===== src/rtl/emu_ctrl_pkg.sv =====
package emu_ctrl_pkg;

    // =====================================================================
    // Widths and counts
    // =====================================================================
    localparam int          ADDR_W        = 24;
    localparam int          SP_W          = 32;
    localparam int          TERM_COUNT    = 16;
    localparam int          BLOCK_SHIFT   = 10;   // 1K byte blocks
    localparam int          BLK_W         = ADDR_W - BLOCK_SHIFT;

    // =====================================================================
    // Reset values and fixed regions
    // =====================================================================
    localparam logic [31:0] RESET_SP_INIT = 32'h0000_0000;
    localparam logic [23:0] IO_BASE       = 24'hFF_FC00;
    localparam logic [23:0] IO_LIMIT      = 24'hFF_FFFF;
    localparam logic [23:0] IRAM_BASE     = 24'hFF_B000;
    localparam logic [23:0] IRAM_LIMIT    = 24'hFF_EFFF;

    // =====================================================================
    // Region types
    // =====================================================================
    typedef enum logic [2:0] {
        REGION_EROM  = 3'b000,
        REGION_ERAM  = 3'b001,
        REGION_TROM  = 3'b010,
        REGION_TRAM  = 3'b011,
        REGION_GUARD = 3'b100
    } region_e;

    // Break cause codes
    typedef enum logic [2:0] {
        CAUSE_NONE    = 3'b000,
        CAUSE_GUARD   = 3'b001,
        CAUSE_ROM_WR  = 3'b010,
        CAUSE_SOFT_BP = 3'b011,
        CAUSE_TRIGGER = 3'b100
    } cause_e;

    // One map term as written by the host
    typedef struct packed {
        logic [BLK_W-1:0] first_blk;
        logic [BLK_W-1:0] last_blk;
        region_e          region;
    } map_term_s;

    // One processor bus cycle
    typedef struct packed {
        logic              valid;
        logic              write;
        logic              dma;
        logic [ADDR_W-1:0] addr;
    } bus_cycle_s;

    // Break-condition enables
    typedef struct packed {
        logic rom_write;
        logic soft_bp;
        logic rear_panel;
        logic coord_bus;
        logic analyzer_one;
        logic analyzer_two;
    } break_cfg_s;

endpackage


===== src/rtl/emulator_map_break_control.sv =====
`timescale 1ns/100ps
`default_nettype none

// Function
// - Load stack pointer on monitor entry after reset
// - Refuse odd or I/O-region reset stack value
// - Honour target reset in foreground when enabled
// - Disabled: ignore target reset and standby
// - Background monitor ignores reset and standby
// - Standby input acts as target reset
// - Reset setting or map change forces reset
// - Sixteen terms, 1K blocks, sizes rounded up
// - Five region types per map term
// - Suppress writes to emulation ROM
// - Guarded user access breaks immediately
// - Enabled write-to-ROM break on user writes
// - DMA writes never cause a break
// - Unmapped space defaults to target RAM
// - Internal RAM is emulation RAM, not listed
// - Refuse monitor access to guarded internal RAM
// - Enabled trap instruction breaks to monitor
// - Four triggers, each enabled to break
// - Stack value sets initial pointer only
module emulator_map_break_control #(
    parameter int TERMS = emu_ctrl_pkg::TERM_COUNT
) (
    input  wire logic                            clk_sys_in,
    input  wire logic                            rstn_in,
    // Host configuration
    input  wire logic                            cfg_sp_write_in,
    input  wire logic [31:0]                     cfg_sp_value_in,
    input  wire logic                            cfg_trst_write_in,
    input  wire logic                            cfg_trst_value_in,
    input  wire logic                            map_write_in,
    input  wire logic [3:0]                      map_index_in,
    input  wire logic                            map_enable_in,
    input  wire emu_ctrl_pkg::map_term_s         map_term_in,
    input  wire emu_ctrl_pkg::break_cfg_s        break_condition_cmd,
    input  wire logic                            iram_guard_in,
    input  wire logic                            mon_access_in,
    input  wire logic [23:0]                     mon_addr_in,
    // Processor side
    input  wire emu_ctrl_pkg::bus_cycle_s        cpu_cycle_in,
    input  wire logic                            trap_exec_in,
    input  wire logic                            monitor_active_in,
    input  wire logic                            emu_reset_exit_in,
    // Pins from target and triggers
    input  wire logic                            target_reset_in,
    input  wire logic                            target_standby_in,
    input  wire logic                            rear_trigger_in,
    input  wire logic                            coord_trigger_in,
    input  wire logic                            analyzer_trigger_one,
    input  wire logic                            analyzer_trigger_two,
    // Outputs
    output logic                                 sp_load_out,
    output logic [31:0]                          sp_value_out,
    output logic                                 cfg_sp_refused_out,
    output logic                                 emu_reset_out,
    output logic                                 break_req_out,
    output emu_ctrl_pkg::cause_e                 break_cause_out,
    output logic                                 write_enable_out,
    output logic                                 to_emulation_out,
    output emu_ctrl_pkg::region_e                region_out,
    output logic                                 mon_refused_out
);

    // Index port reaches sixteen terms at most
    if (TERMS < 1 || TERMS > emu_ctrl_pkg::TERM_COUNT) begin
        $error("TERMS must be 1..16");
    end

    // =====================================================================
    // Helper functions
    // =====================================================================
    // Address inside internal RAM
    function automatic logic in_iram(input logic [23:0] a);
        in_iram = (a >= emu_ctrl_pkg::IRAM_BASE) && (a <= emu_ctrl_pkg::IRAM_LIMIT);
    endfunction

    // ROM-type region
    function automatic logic is_rom(input emu_ctrl_pkg::region_e r);
        is_rom = (r == emu_ctrl_pkg::REGION_EROM) || (r == emu_ctrl_pkg::REGION_TROM);
    endfunction

    // =====================================================================
    // Pin synchronisers
    // =====================================================================
    logic [4:0] pin_meta_reg;
    logic [4:0] pin_sync_reg;

    // Two flops for every asynchronous pin
    always_ff @(posedge clk_sys_in or negedge rstn_in) begin
        if (!rstn_in) begin
            pin_meta_reg <= 5'h00;
            pin_sync_reg <= 5'h00;
        end else begin
            pin_meta_reg <= {analyzer_trigger_two, analyzer_trigger_one, coord_trigger_in,
                             rear_trigger_in, ~(target_reset_in & target_standby_in)};
            pin_sync_reg <= pin_meta_reg;
        end
    end

    logic [3:0] trig_last_reg;
    logic [3:0] trig_rise;

    // Trigger edge detect from synced levels
    always_ff @(posedge clk_sys_in or negedge rstn_in) begin
        if (!rstn_in) trig_last_reg <= 4'h0;
        else          trig_last_reg <= pin_sync_reg[4:1];
    end

    // Rising edge of each trigger
    assign trig_rise = pin_sync_reg[4:1] & ~trig_last_reg;

    // =====================================================================
    // Reset stack value
    // =====================================================================
    logic sp_bad;

    // Odd or inside the I/O register region
    assign sp_bad = cfg_sp_value_in[0] ||
                    ((cfg_sp_value_in[31:24] == 8'h00) &&
                     (cfg_sp_value_in[23:0] >= emu_ctrl_pkg::IO_BASE));

    // Store accepted value, refuse bad ones
    always_ff @(posedge clk_sys_in or negedge rstn_in) begin
        if (!rstn_in) begin
            sp_value_out       <= emu_ctrl_pkg::RESET_SP_INIT;
            cfg_sp_refused_out <= 1'b0;
        end else begin
            cfg_sp_refused_out <= cfg_sp_write_in && sp_bad;
            if (cfg_sp_write_in && !sp_bad) sp_value_out <= cfg_sp_value_in;
        end
    end

    // Load pulse only on reset-to-monitor transition
    always_ff @(posedge clk_sys_in or negedge rstn_in) begin
        if (!rstn_in) sp_load_out <= 1'b0;
        else          sp_load_out <= emu_reset_exit_in && monitor_active_in;
    end

    // =====================================================================
    // Target reset gating and forced reset
    // =====================================================================
    logic trst_en_reg;
    logic tgt_rst;

    // Target-reset honour setting
    always_ff @(posedge clk_sys_in or negedge rstn_in) begin
        if (!rstn_in)               trst_en_reg <= 1'b1;
        else if (cfg_trst_write_in) trst_en_reg <= cfg_trst_value_in;
    end

    // Standby merged into reset in the sync stage
    assign tgt_rst = pin_sync_reg[0] && trst_en_reg && !monitor_active_in;

    // Reset request from target or configuration change
    always_ff @(posedge clk_sys_in or negedge rstn_in) begin
        if (!rstn_in) emu_reset_out <= 1'b0;
        else          emu_reset_out <= tgt_rst || cfg_trst_write_in || map_write_in;
    end

    // =====================================================================
    // Map term storage
    // =====================================================================
    emu_ctrl_pkg::map_term_s term_reg [TERMS];
    logic [TERMS-1:0]        term_used_reg;

    // Terms written by host; power-on leaves none
    always_ff @(posedge clk_sys_in or negedge rstn_in) begin
        if (!rstn_in) begin
            term_used_reg <= '0;
            for (int i = 0; i < TERMS; i++) term_reg[i] <= '0;
        end else if (map_write_in && (int'(map_index_in) < TERMS)) begin
            term_used_reg[map_index_in] <= map_enable_in;
            term_reg[map_index_in]      <= map_term_in;
        end
    end

    // =====================================================================
    // Address decode
    // =====================================================================
    emu_ctrl_pkg::region_e   region_now;
    logic [emu_ctrl_pkg::BLK_W-1:0] blk;

    // Block number of the bus address
    assign blk = cpu_cycle_in.addr[emu_ctrl_pkg::ADDR_W-1:emu_ctrl_pkg::BLOCK_SHIFT];

    // First matching term wins; block granularity rounds sizes up
    always_comb begin
        region_now = emu_ctrl_pkg::REGION_TRAM;
        for (int i = TERMS - 1; i >= 0; i--) begin
            if (term_used_reg[i] && blk >= term_reg[i].first_blk &&
                blk <= term_reg[i].last_blk) begin
                region_now = term_reg[i].region;
            end
        end
        if (in_iram(cpu_cycle_in.addr)) begin
            region_now = iram_guard_in ? emu_ctrl_pkg::REGION_GUARD
                                       : emu_ctrl_pkg::REGION_ERAM;
        end
    end

    // Registered routing and write gate
    always_ff @(posedge clk_sys_in or negedge rstn_in) begin
        if (!rstn_in) begin
            region_out       <= emu_ctrl_pkg::REGION_TRAM;
            to_emulation_out <= 1'b0;
            write_enable_out <= 1'b0;
        end else begin
            region_out       <= region_now;
            to_emulation_out <= (region_now == emu_ctrl_pkg::REGION_EROM) ||
                                (region_now == emu_ctrl_pkg::REGION_ERAM);
            write_enable_out <= cpu_cycle_in.valid && cpu_cycle_in.write &&
                                !is_rom(region_now) &&
                                (region_now != emu_ctrl_pkg::REGION_GUARD);
        end
    end

    // Monitor access refusal to guarded internal RAM
    always_ff @(posedge clk_sys_in or negedge rstn_in) begin
        if (!rstn_in) mon_refused_out <= 1'b0;
        else          mon_refused_out <= mon_access_in && iram_guard_in &&
                                         in_iram(mon_addr_in);
    end

    // =====================================================================
    // Break logic
    // =====================================================================
    logic          user_cyc;
    logic          brk_guard;
    logic          brk_rom;
    logic          brk_bp;
    logic          brk_trig;
    logic [3:0]    trig_en;

    // Break sources; guard and ROM breaks on user cycles only
    assign user_cyc  = cpu_cycle_in.valid && !cpu_cycle_in.dma && !monitor_active_in;
    assign brk_guard = user_cyc && (region_now == emu_ctrl_pkg::REGION_GUARD);
    assign brk_rom   = user_cyc && cpu_cycle_in.write && is_rom(region_now) &&
                       break_condition_cmd.rom_write;
    assign brk_bp    = trap_exec_in && break_condition_cmd.soft_bp &&
                       !monitor_active_in;
    assign trig_en   = {break_condition_cmd.analyzer_two, break_condition_cmd.analyzer_one,
                        break_condition_cmd.coord_bus, break_condition_cmd.rear_panel};
    assign brk_trig  = |(trig_rise & trig_en) && !monitor_active_in;

    // Break request with priority cause
    always_ff @(posedge clk_sys_in or negedge rstn_in) begin
        if (!rstn_in) begin
            break_req_out   <= 1'b0;
            break_cause_out <= emu_ctrl_pkg::CAUSE_NONE;
        end else begin
            break_req_out <= brk_guard || brk_rom || brk_bp || brk_trig;
            if (brk_guard)     break_cause_out <= emu_ctrl_pkg::CAUSE_GUARD;
            else if (brk_rom)  break_cause_out <= emu_ctrl_pkg::CAUSE_ROM_WR;
            else if (brk_bp)   break_cause_out <= emu_ctrl_pkg::CAUSE_SOFT_BP;
            else if (brk_trig) break_cause_out <= emu_ctrl_pkg::CAUSE_TRIGGER;
            else               break_cause_out <= emu_ctrl_pkg::CAUSE_NONE;
        end
    end
endmodule

`default_nettype wire


===== config.mk =====
export PLATFORM = sky130hd
export DESIGN_NAME = emulator_map_break_control
export DESIGN_NICKNAME = d
export VERILOG_FILES = /design/src/rtl/emu_ctrl_pkg.sv /design/src/rtl/emulator_map_break_control.sv
export SDC_FILE = /design/constraint.sdc
export NUM_CORES = 1
export LEC_CHECK = 0
export BUFFER_PORTS_ARGS = -buffer_cell sky130_fd_sc_hd__buf_4
export CAP_MARGIN = 20
export CORE_MARGIN = 2
export CORE_UTILIZATION = 65
export DETAILED_ROUTE_END_ITERATION = 6
export PLACE_DENSITY = 0.92
export SLEW_MARGIN = 20
export SYNTH_ARGS = -nofsm -noshare
export SYNTH_HDL_FRONTEND = slang
export SYNTH_SLANG_ARGS = --single-unit

===== constraint.sdc =====
create_clock -name clk_sys_in -period 8.1 [get_ports clk_sys_in]
set_input_delay 0.81 -clock clk_sys_in [delete_from_list [all_inputs] [get_ports clk_sys_in]]
set_output_delay 0.81 -clock clk_sys_in [all_outputs]
set_load 0.005 [all_outputs]

==> results of run 1 <==
-- metal layers --
layer / up-vias / part of all wire
li1: 11597 / -
met1: 12940 / 0.36
met2: 1904 / 0.44
met3: 573 / 0.13
met4: 2 / 0.075
met5: - / 0.00013
-- area by class of cell --
cell class / count / area share
multi-input cells: 2110 / 0.444
flip-flops and latches: 572 / 0.390
clock buffers: 93 / 0.0495
inverters: 458 / 0.0468
repair buffers: 186 / 0.0400
well taps: 672 / 0.0229
clock inverters: 15 / 0.00665
diodes: 2 / 0.000136
-- cell families after synthesis --
kind of cell,synth area share
buffers and inverters,0.0668
flip-flops,0.438
multiplexers,0.0959
AO/OA/AOI/OAI,0.131
adder cells (fa/ha/maj),0.171
XOR/XNOR,0.000535
AND/OR/NAND/NOR,0.0973
-- cell usage in the layout (no fill, tap or decap), types with 5 or more instances in the layout --
cell type,n
sky130_fd_sc_hd__ha_1,448
sky130_fd_sc_hd__clkbuf_1,15
sky130_fd_sc_hd__clkbuf_8,17
sky130_fd_sc_hd__o31ai_1,6
sky130_fd_sc_hd__a211o_1,21
sky130_fd_sc_hd__clkbuf_16,61
sky130_fd_sc_hd__a21o_1,35
sky130_fd_sc_hd__clkinv_2,7
sky130_fd_sc_hd__mux2_2,277
sky130_fd_sc_hd__buf_4,181
sky130_fd_sc_hd__or4_1,5
sky130_fd_sc_hd__o2111ai_1,9
sky130_fd_sc_hd__nand3b_1,7
sky130_fd_sc_hd__inv_1,457
sky130_fd_sc_hd__a211oi_1,36
sky130_fd_sc_hd__o21ai_0,342
sky130_fd_sc_hd__dfrtp_1,569
sky130_fd_sc_hd__o21a_1,27
sky130_fd_sc_hd__nor2_4,9
sky130_fd_sc_hd__a21oi_1,118
sky130_fd_sc_hd__o211a_1,6
sky130_fd_sc_hd__bufinv_16,6
sky130_fd_sc_hd__nor3_1,21
sky130_fd_sc_hd__nor4_1,21
sky130_fd_sc_hd__nand4_1,85
sky130_fd_sc_hd__nand2b_1,16
sky130_fd_sc_hd__o211ai_1,18
sky130_fd_sc_hd__nor2b_1,18
sky130_fd_sc_hd__nor2_1,65
sky130_fd_sc_hd__a2111oi_0,10
sky130_fd_sc_hd__o21bai_1,11
sky130_fd_sc_hd__nand3_1,42
sky130_fd_sc_hd__nand2_1,353
sky130_fd_sc_hd__a31oi_1,7
-- power by group through the flow --
stage	clock (W)	sequential, W	combinational (W)
finish	0.00291	0.00380	0.00285
global route	0.00301	0.00385	0.00315
CTS	0.00291	0.00378	0.00276
detailed placement	0	0.00381	0.00267
global placement	0	0.00377	0.00248
floorplan	0	0.00373	0.00185
-- per-stage QoR --
stage	power (W)	hold slack [ns]	util	worst slack, ns
3_5_place_dp	0.00648	0.339	0.692	2.76
5_1_grt	0.0100	0.174	0.734	3.02
2_1_floorplan	0.00558	0.331	-	3.77
3_3_place_gp	0.00624	0.333	0.692	2.78
4_1_cts	0.00945	0.143	0.733	3.26
6_report	0.00956	0.125	0.734	2.98
-- worst max-delay path by stage --
stage               slack [ns]            endpoint              from
finish                    2.98  break_cause_out[2]  cpu_cycle_in[17]
global placement          2.78  break_cause_out[2]  cpu_cycle_in[10]
CTS                       3.26  break_cause_out[2]  cpu_cycle_in[10]
floorplan                 3.77       break_req_out  cpu_cycle_in[10]
detailed placement        2.76  break_cause_out[2]  cpu_cycle_in[10]
global route              3.02  break_cause_out[2]  cpu_cycle_in[10]
==> impl_metrics.env, run 1 <==
export IMPL_placed_area_um2=34600
export IMPL_multi_input_comb_area_um2=16300
export IMPL_hold_path_class="primary input to async pin"
export IMPL_power_frac_seq=0.397
export IMPL_skew_ns=0.0373
export IMPL_dp_hpwl_mm=55.9
export IMPL_crit_path_start_kind="primary input"
export IMPL_chipHeight_um=228
export IMPL_path_cells="buf_4 -> ha_1 -> a211o_1 -> o311ai_0 -> a32oi_1 -> o211ai_1 -> o211a_1 -> nor3_1 -> a211oi_1 -> o21ai_1 -> o31ai_1 -> and3b_1"
export IMPL_place_detailed_instances=3996
export IMPL_pwr_share_comb=0.298
export IMPL_placement_rows=82
export IMPL_synth_largest_type_area_fraction=0.435
export IMPL_fmaxAchievable_mhz=195
export IMPL_layout_nets=3977
export IMPL_crit_arrival_ns=5.64
export IMPL_p_sw_frac=0.328
export IMPL_final_cell_count_no_fill=4108
export IMPL_maxCapViolCount=0
export IMPL_powerDensity_nw_per_um2=261
export IMPL_cts_root_buffer_cell="sky130_fd_sc_hd__clkbuf_16"
export IMPL_first_global_vias=27824
export IMPL_cp_required_ns=8.63
export IMPL_final_area_um2=36700
export IMPL_tritoncts="yes"
export IMPL_proportion_of_power_drawn_by_the_clock_network=0.304
export IMPL_post_synth_cell_area_avg_um2=10.0
export IMPL_ys_top_cells_by_count="sky130_fd_sc_hd__dfrtp_1, sky130_fd_sc_hd__inv_1, sky130_fd_sc_hd__ha_1"
export IMPL_busiest_layer="met2"
export IMPL_power_internal_w=0.00643
export IMPL_routabilityCongestion=0.916
export IMPL_synth_edf_count=0
export IMPL_drt_iter0_drc=3132
export IMPL_remaining_drc_errors=0
export IMPL_reg2reg_slack_ns=3.49
export IMPL_synth_seq_area_share=0.438
export IMPL_worst_r2r_endpoint="break_cause_out[2]"
export IMPL_power_net_switching_w=0.00313
export IMPL_met1_usage=0.464
export IMPL_final_min_period_over_clock_period=0.632
export IMPL_regArea_um2=14300
export IMPL_post_cts_resize_count=0
export IMPL_timing_final_crit_period_ns=5.12
export IMPL_ios=187
export IMPL_timing_worst_slew_pin_value_ns=1.14
export IMPL_worst_path_depth=12
export IMPL_ys_warnings_count=0
export IMPL_grt_pass1_wl_mm=150
export IMPL_clk_insertion_delay_late_ns=0.64
export IMPL_highest_ir_drop_seen_on_vdd_v=0.000232
export IMPL_worst_slew_margin_rel=0.231
export IMPL_io_buffers=164
export IMPL_drt_wl_total_mm=97.5
export IMPL_worstRegToRegCells=12
export IMPL_path_buf_inv=1
export IMPL_initial_core_util=0.655
export IMPL_final_hold_viol_count=0
export IMPL_chipWidth_um=228
export IMPL_power_leakage_nw=17.8
export IMPL_clk_pin_slew_ns=0.06
export IMPL_via_per_inst=6.58
export IMPL_max_stage_delay_ns=0.96
export IMPL_post_synth_design_cell_area_um2=32700
export IMPL_design_core_area_um2=50000
export IMPL_yosys_area_top_type="sky130_fd_sc_hd__dfrtp_1"
export IMPL_timing_critical_path_slowest_stage_cell="sky130_fd_sc_hd__o311ai_0"
export IMPL_async_reset_ff_frac=1.00
export IMPL_yosys_cell_count_top_type="sky130_fd_sc_hd__dfrtp_1"
export IMPL_met2_usage=0.573
export IMPL_dr_pass1_iters=5
export IMPL_synth_area_top_cells="sky130_fd_sc_hd__dfrtp_1, sky130_fd_sc_hd__ha_1, sky130_fd_sc_hd__mux2_2, sky130_fd_sc_hd__inv_1, sky130_fd_sc_hd__o21ai_0"
export IMPL_final_antenna_net_count=0
export IMPL_critPathKind="primary input to register"
export IMPL_critPathMaxFanout=33
export IMPL_area_growth_pct=12.2
export IMPL_global_route_usage_met3=0.0876
export IMPL_regToRegStartpoint="term_reg[148]"
export IMPL_clock_sinks=572
export IMPL_ys_ff_latch=572
export IMPL_fillCellCount=2966
export IMPL_number_of_flip_flops_under_the_largest_register_name=496
export IMPL_grtUsageTotal=0.368
export IMPL_unrepaired_setup_endpoints_after_global_routing="no"
export IMPL_most_common_flop_cell_mapped_by_yosys="sky130_fd_sc_hd__dfrtp_1"
export IMPL_layout_cell_share_with_drive_strength_beyond_1=0.171
export IMPL_num_vias=27016
export IMPL_post_synth_num_cell_types=79
export IMPL_post_drt_wl_per_cell_um=23.7
export IMPL_fin_tns_setup_ns=0
export IMPL_grt_start_max_net_pins=165
export IMPL_syn_instance_count=3262
export IMPL_synthesis_nets=3852
export IMPL_cp_end_kind="register"
export IMPL_clock_buffers_created_by_tritoncts=59
export IMPL_final_setup_viol_count=0
export IMPL_crit_family="compound AO/OA/AOI/OAI gates"
export IMPL_die_area_um2=52100
export IMPL_cts_htree_levels=2
export IMPL_run_status="complete, no violations"
export IMPL_hold_buffers=0
export IMPL_maxSlewViolCount=0
export IMPL_clk_path_buf_depth=3
export IMPL_grt_overflow_total=0
export IMPL_cts_post_setup_buffers_inserted=0
export IMPL_antenna_found_initial=2
Note: power is estimated with default switching activity, not from simulation.
==> run 2: changes to the inputs <==
--- a/config.mk
+++ b/config.mk
@@ -8,9 +8,9 @@
 export BUFFER_PORTS_ARGS = -buffer_cell sky130_fd_sc_hd__buf_4
 export CAP_MARGIN = 20
 export CORE_MARGIN = 2
-export CORE_UTILIZATION = 65
+export CORE_UTILIZATION = 62
 export DETAILED_ROUTE_END_ITERATION = 6
-export PLACE_DENSITY = 0.92
+export PLACE_DENSITY = 0.89
 export SLEW_MARGIN = 20
 export SYNTH_ARGS = -nofsm -noshare
 export SYNTH_HDL_FRONTEND = slang
==> constraint.sdc (replaced) <==
create_clock -name clk_sys_in -period 5.2 [get_ports clk_sys_in]
set_input_delay 0.52 -clock clk_sys_in [delete_from_list [all_inputs] [get_ports clk_sys_in]]
set_output_delay 0.52 -clock clk_sys_in [all_outputs]
set_load 0.005 [all_outputs]
==> impl_metrics.env, run 2 (synthesis results as in run 1) <==
export IMPL_chipHeight_um=234
export IMPL_die_area_um2=54600
export IMPL_post_drt_wl_per_cell_um=22.5
export IMPL_grt_pass1_wl_mm=146
export IMPL_dr_pass1_iters=6
export IMPL_io_buffers=164
export IMPL_antenna_found_initial=0
export IMPL_timing_final_crit_period_ns=4.30
export IMPL_fmaxAchievable_mhz=232
export IMPL_critPathKind="primary input to register"
export IMPL_critPathMaxFanout=16
export IMPL_dp_hpwl_mm=58.6
export IMPL_power_net_switching_w=0.00479
export IMPL_chipWidth_um=234
export IMPL_hold_buffers=4
export IMPL_maxCapViolCount=0
export IMPL_clk_pin_slew_ns=0.06
export IMPL_crit_arrival_ns=4.83
export IMPL_cts_root_buffer_cell="sky130_fd_sc_hd__clkbuf_16"
export IMPL_crit_path_start_kind="primary input"
export IMPL_num_vias=26306
export IMPL_remaining_drc_errors=0
export IMPL_clk_path_buf_depth=3
export IMPL_final_min_period_over_clock_period=0.828
export IMPL_unrepaired_setup_endpoints_after_global_routing="no"
export IMPL_antenna_diode_count=0
export IMPL_worst_slew_margin_rel=0.269
export IMPL_final_antenna_net_count=0
export IMPL_failed_checks="negative hold slack"
export IMPL_clock_buffers_created_by_tritoncts=60
export IMPL_post_cts_resize_count=0
export IMPL_via_per_inst=6.33
export IMPL_cts_post_setup_buffers_inserted=0
export IMPL_fin_tns_setup_ns=0
export IMPL_layout_cell_share_with_drive_strength_beyond_1=0.177
export IMPL_power_internal_w=0.00981
export IMPL_highest_ir_drop_seen_on_vdd_v=0.000309
export IMPL_final_setup_viol_count=0
export IMPL_number_of_flip_flops_under_the_largest_register_name=496
export IMPL_grtUsageTotal=0.345
export IMPL_hold_path_class="primary input to async pin"
export IMPL_cp_startpoint="cpu_cycle_in[10]"
export IMPL_tritoncts="yes"
export IMPL_grt_overflow_total=0
export IMPL_cts_htree_levels=2
export IMPL_cp_required_ns=5.72
export IMPL_routabilityCongestion=0.936
export IMPL_mostFrequentLayoutCells="sky130_fd_sc_hd__dfrtp_1, sky130_fd_sc_hd__inv_1, sky130_fd_sc_hd__ha_1"
export IMPL_area_growth_pct=12.7
export IMPL_power_leakage_nw=17.9
export IMPL_drt_wl_total_mm=93.6
export IMPL_skew_ns=0.0278
export IMPL_worst_hold_slack_ns=-0.0729
export IMPL_maxSlewViolCount=0
export IMPL_reg2reg_slack_ns=0.96
export IMPL_proportion_of_power_drawn_by_the_clock_network=0.294
export IMPL_pwr_share_comb=0.301
export IMPL_clk_insertion_delay_late_ns=0.64
export IMPL_layout_nets=4009
export IMPL_worst_r2r_endpoint="break_cause_out[2]"
export IMPL_post_layout_total_power_w=0.0146
export IMPL_leading_cell_type_in_the_layout_fill_and_taps_excluded="sky130_fd_sc_hd__dfrtp_1"
export IMPL_first_global_vias=26913
export IMPL_clock_sinks=572
export IMPL_worstRegToRegCells=14
export IMPL_ios=187
export IMPL_drt_iter0_drc=2778
export IMPL_fillCellCount=3425
export IMPL_run_status="complete, but fails checks"
export IMPL_cp_end_kind="register"
export IMPL_design_core_area_um2=52300
export IMPL_timing_worst_slew_pin_value_ns=1.10
export IMPL_initial_core_util=0.625
export IMPL_power_frac_seq=0.404
export IMPL_powerDensity_nw_per_um2=396
export IMPL_final_hold_viol_count=21
export IMPL_placement_rows=84
export IMPL_p_sw_frac=0.328
export IMPL_regToRegStartpoint="term_reg[105]"
export IMPL_grt_start_max_net_pins=129
run 2: cell type report:
cell class	count	area [um2]	area share
Clock buffer	92	1780	0.0483
Sequential cell	572	14300	0.388
Multi-Input combinational cell	2110	16300	0.442
Clock inverter	19	168	0.00455
Timing Repair Buffer	217	1750	0.0474
Tap cell	688	861	0.0233
Inverter	458	1720	0.0466
run 2: routing by layer:
layer | up-vias | track usage | part of all wire | wire (um)
met5 | - | 0 | 0 | 0
met4 | 0 | 0.186 | 0.061 | 5700
met3 | 405 | 0.0839 | 0.12 | 10800
met2 | 1442 | 0.530 | 0.44 | 41300
met1 | 12801 | 0.452 | 0.38 | 35800
li1 | 11658 | - | - | -
run 2: how the worst max path moves through the flow:
stage	to	slack, ns	cells past startpoint
global route	break_cause_out[2]	0.85	14
detailed placement	break_cause_out[2]	0.49	15
global placement	break_cause_out[2]	0.58	15
CTS	break_req_out	1.11	13
floorplan	break_req_out	1.16	13
finish	break_cause_out[2]	0.90	15
run 2: per-stage QoR:
stage,worst slack [ns],area [um2],std cells,utilization
after floorplan,1.16,32700,3262,-
after global placement,0.580,34900,4041,0.667
after detailed placement,0.488,34900,4041,0.667
after CTS,1.11,36900,4156,0.705
after global routing,0.851,36900,4156,0.705
final,0.895,36900,4156,0.705
run 2: power by group through the flow:
stage          clock network (W)  logic (W)  registers [W]
4_1_cts                  0.00431    0.00431        0.00588
3_5_place_dp                   0    0.00418        0.00594
5_1_grt                  0.00451    0.00488        0.00598
2_1_floorplan                  0    0.00287        0.00581
6_report                 0.00430    0.00440        0.00590
3_3_place_gp                   0    0.00392        0.00587
run 2: worst max-delay path: stages:
cell and delay, ns:
sky130_fd_sc_hd__buf_4 0.11, sky130_fd_sc_hd__inv_2 0.44, sky130_fd_sc_hd__ha_1 0.35, sky130_fd_sc_hd__or3b_2 0.47, sky130_fd_sc_hd__o2111ai_1 0.10, sky130_fd_sc_hd__a21oi_1 0.10, sky130_fd_sc_hd__a211oi_1 0.55, sky130_fd_sc_hd__or4_1 0.37
sky130_fd_sc_hd__and3_1 0.27, sky130_fd_sc_hd__o221ai_1 0.13, sky130_fd_sc_hd__a211oi_1 0.37, sky130_fd_sc_hd__buf_4 0.23, sky130_fd_sc_hd__o211ai_1 0.09, sky130_fd_sc_hd__or4b_4 0.53, sky130_fd_sc_hd__and3b_1 0.21
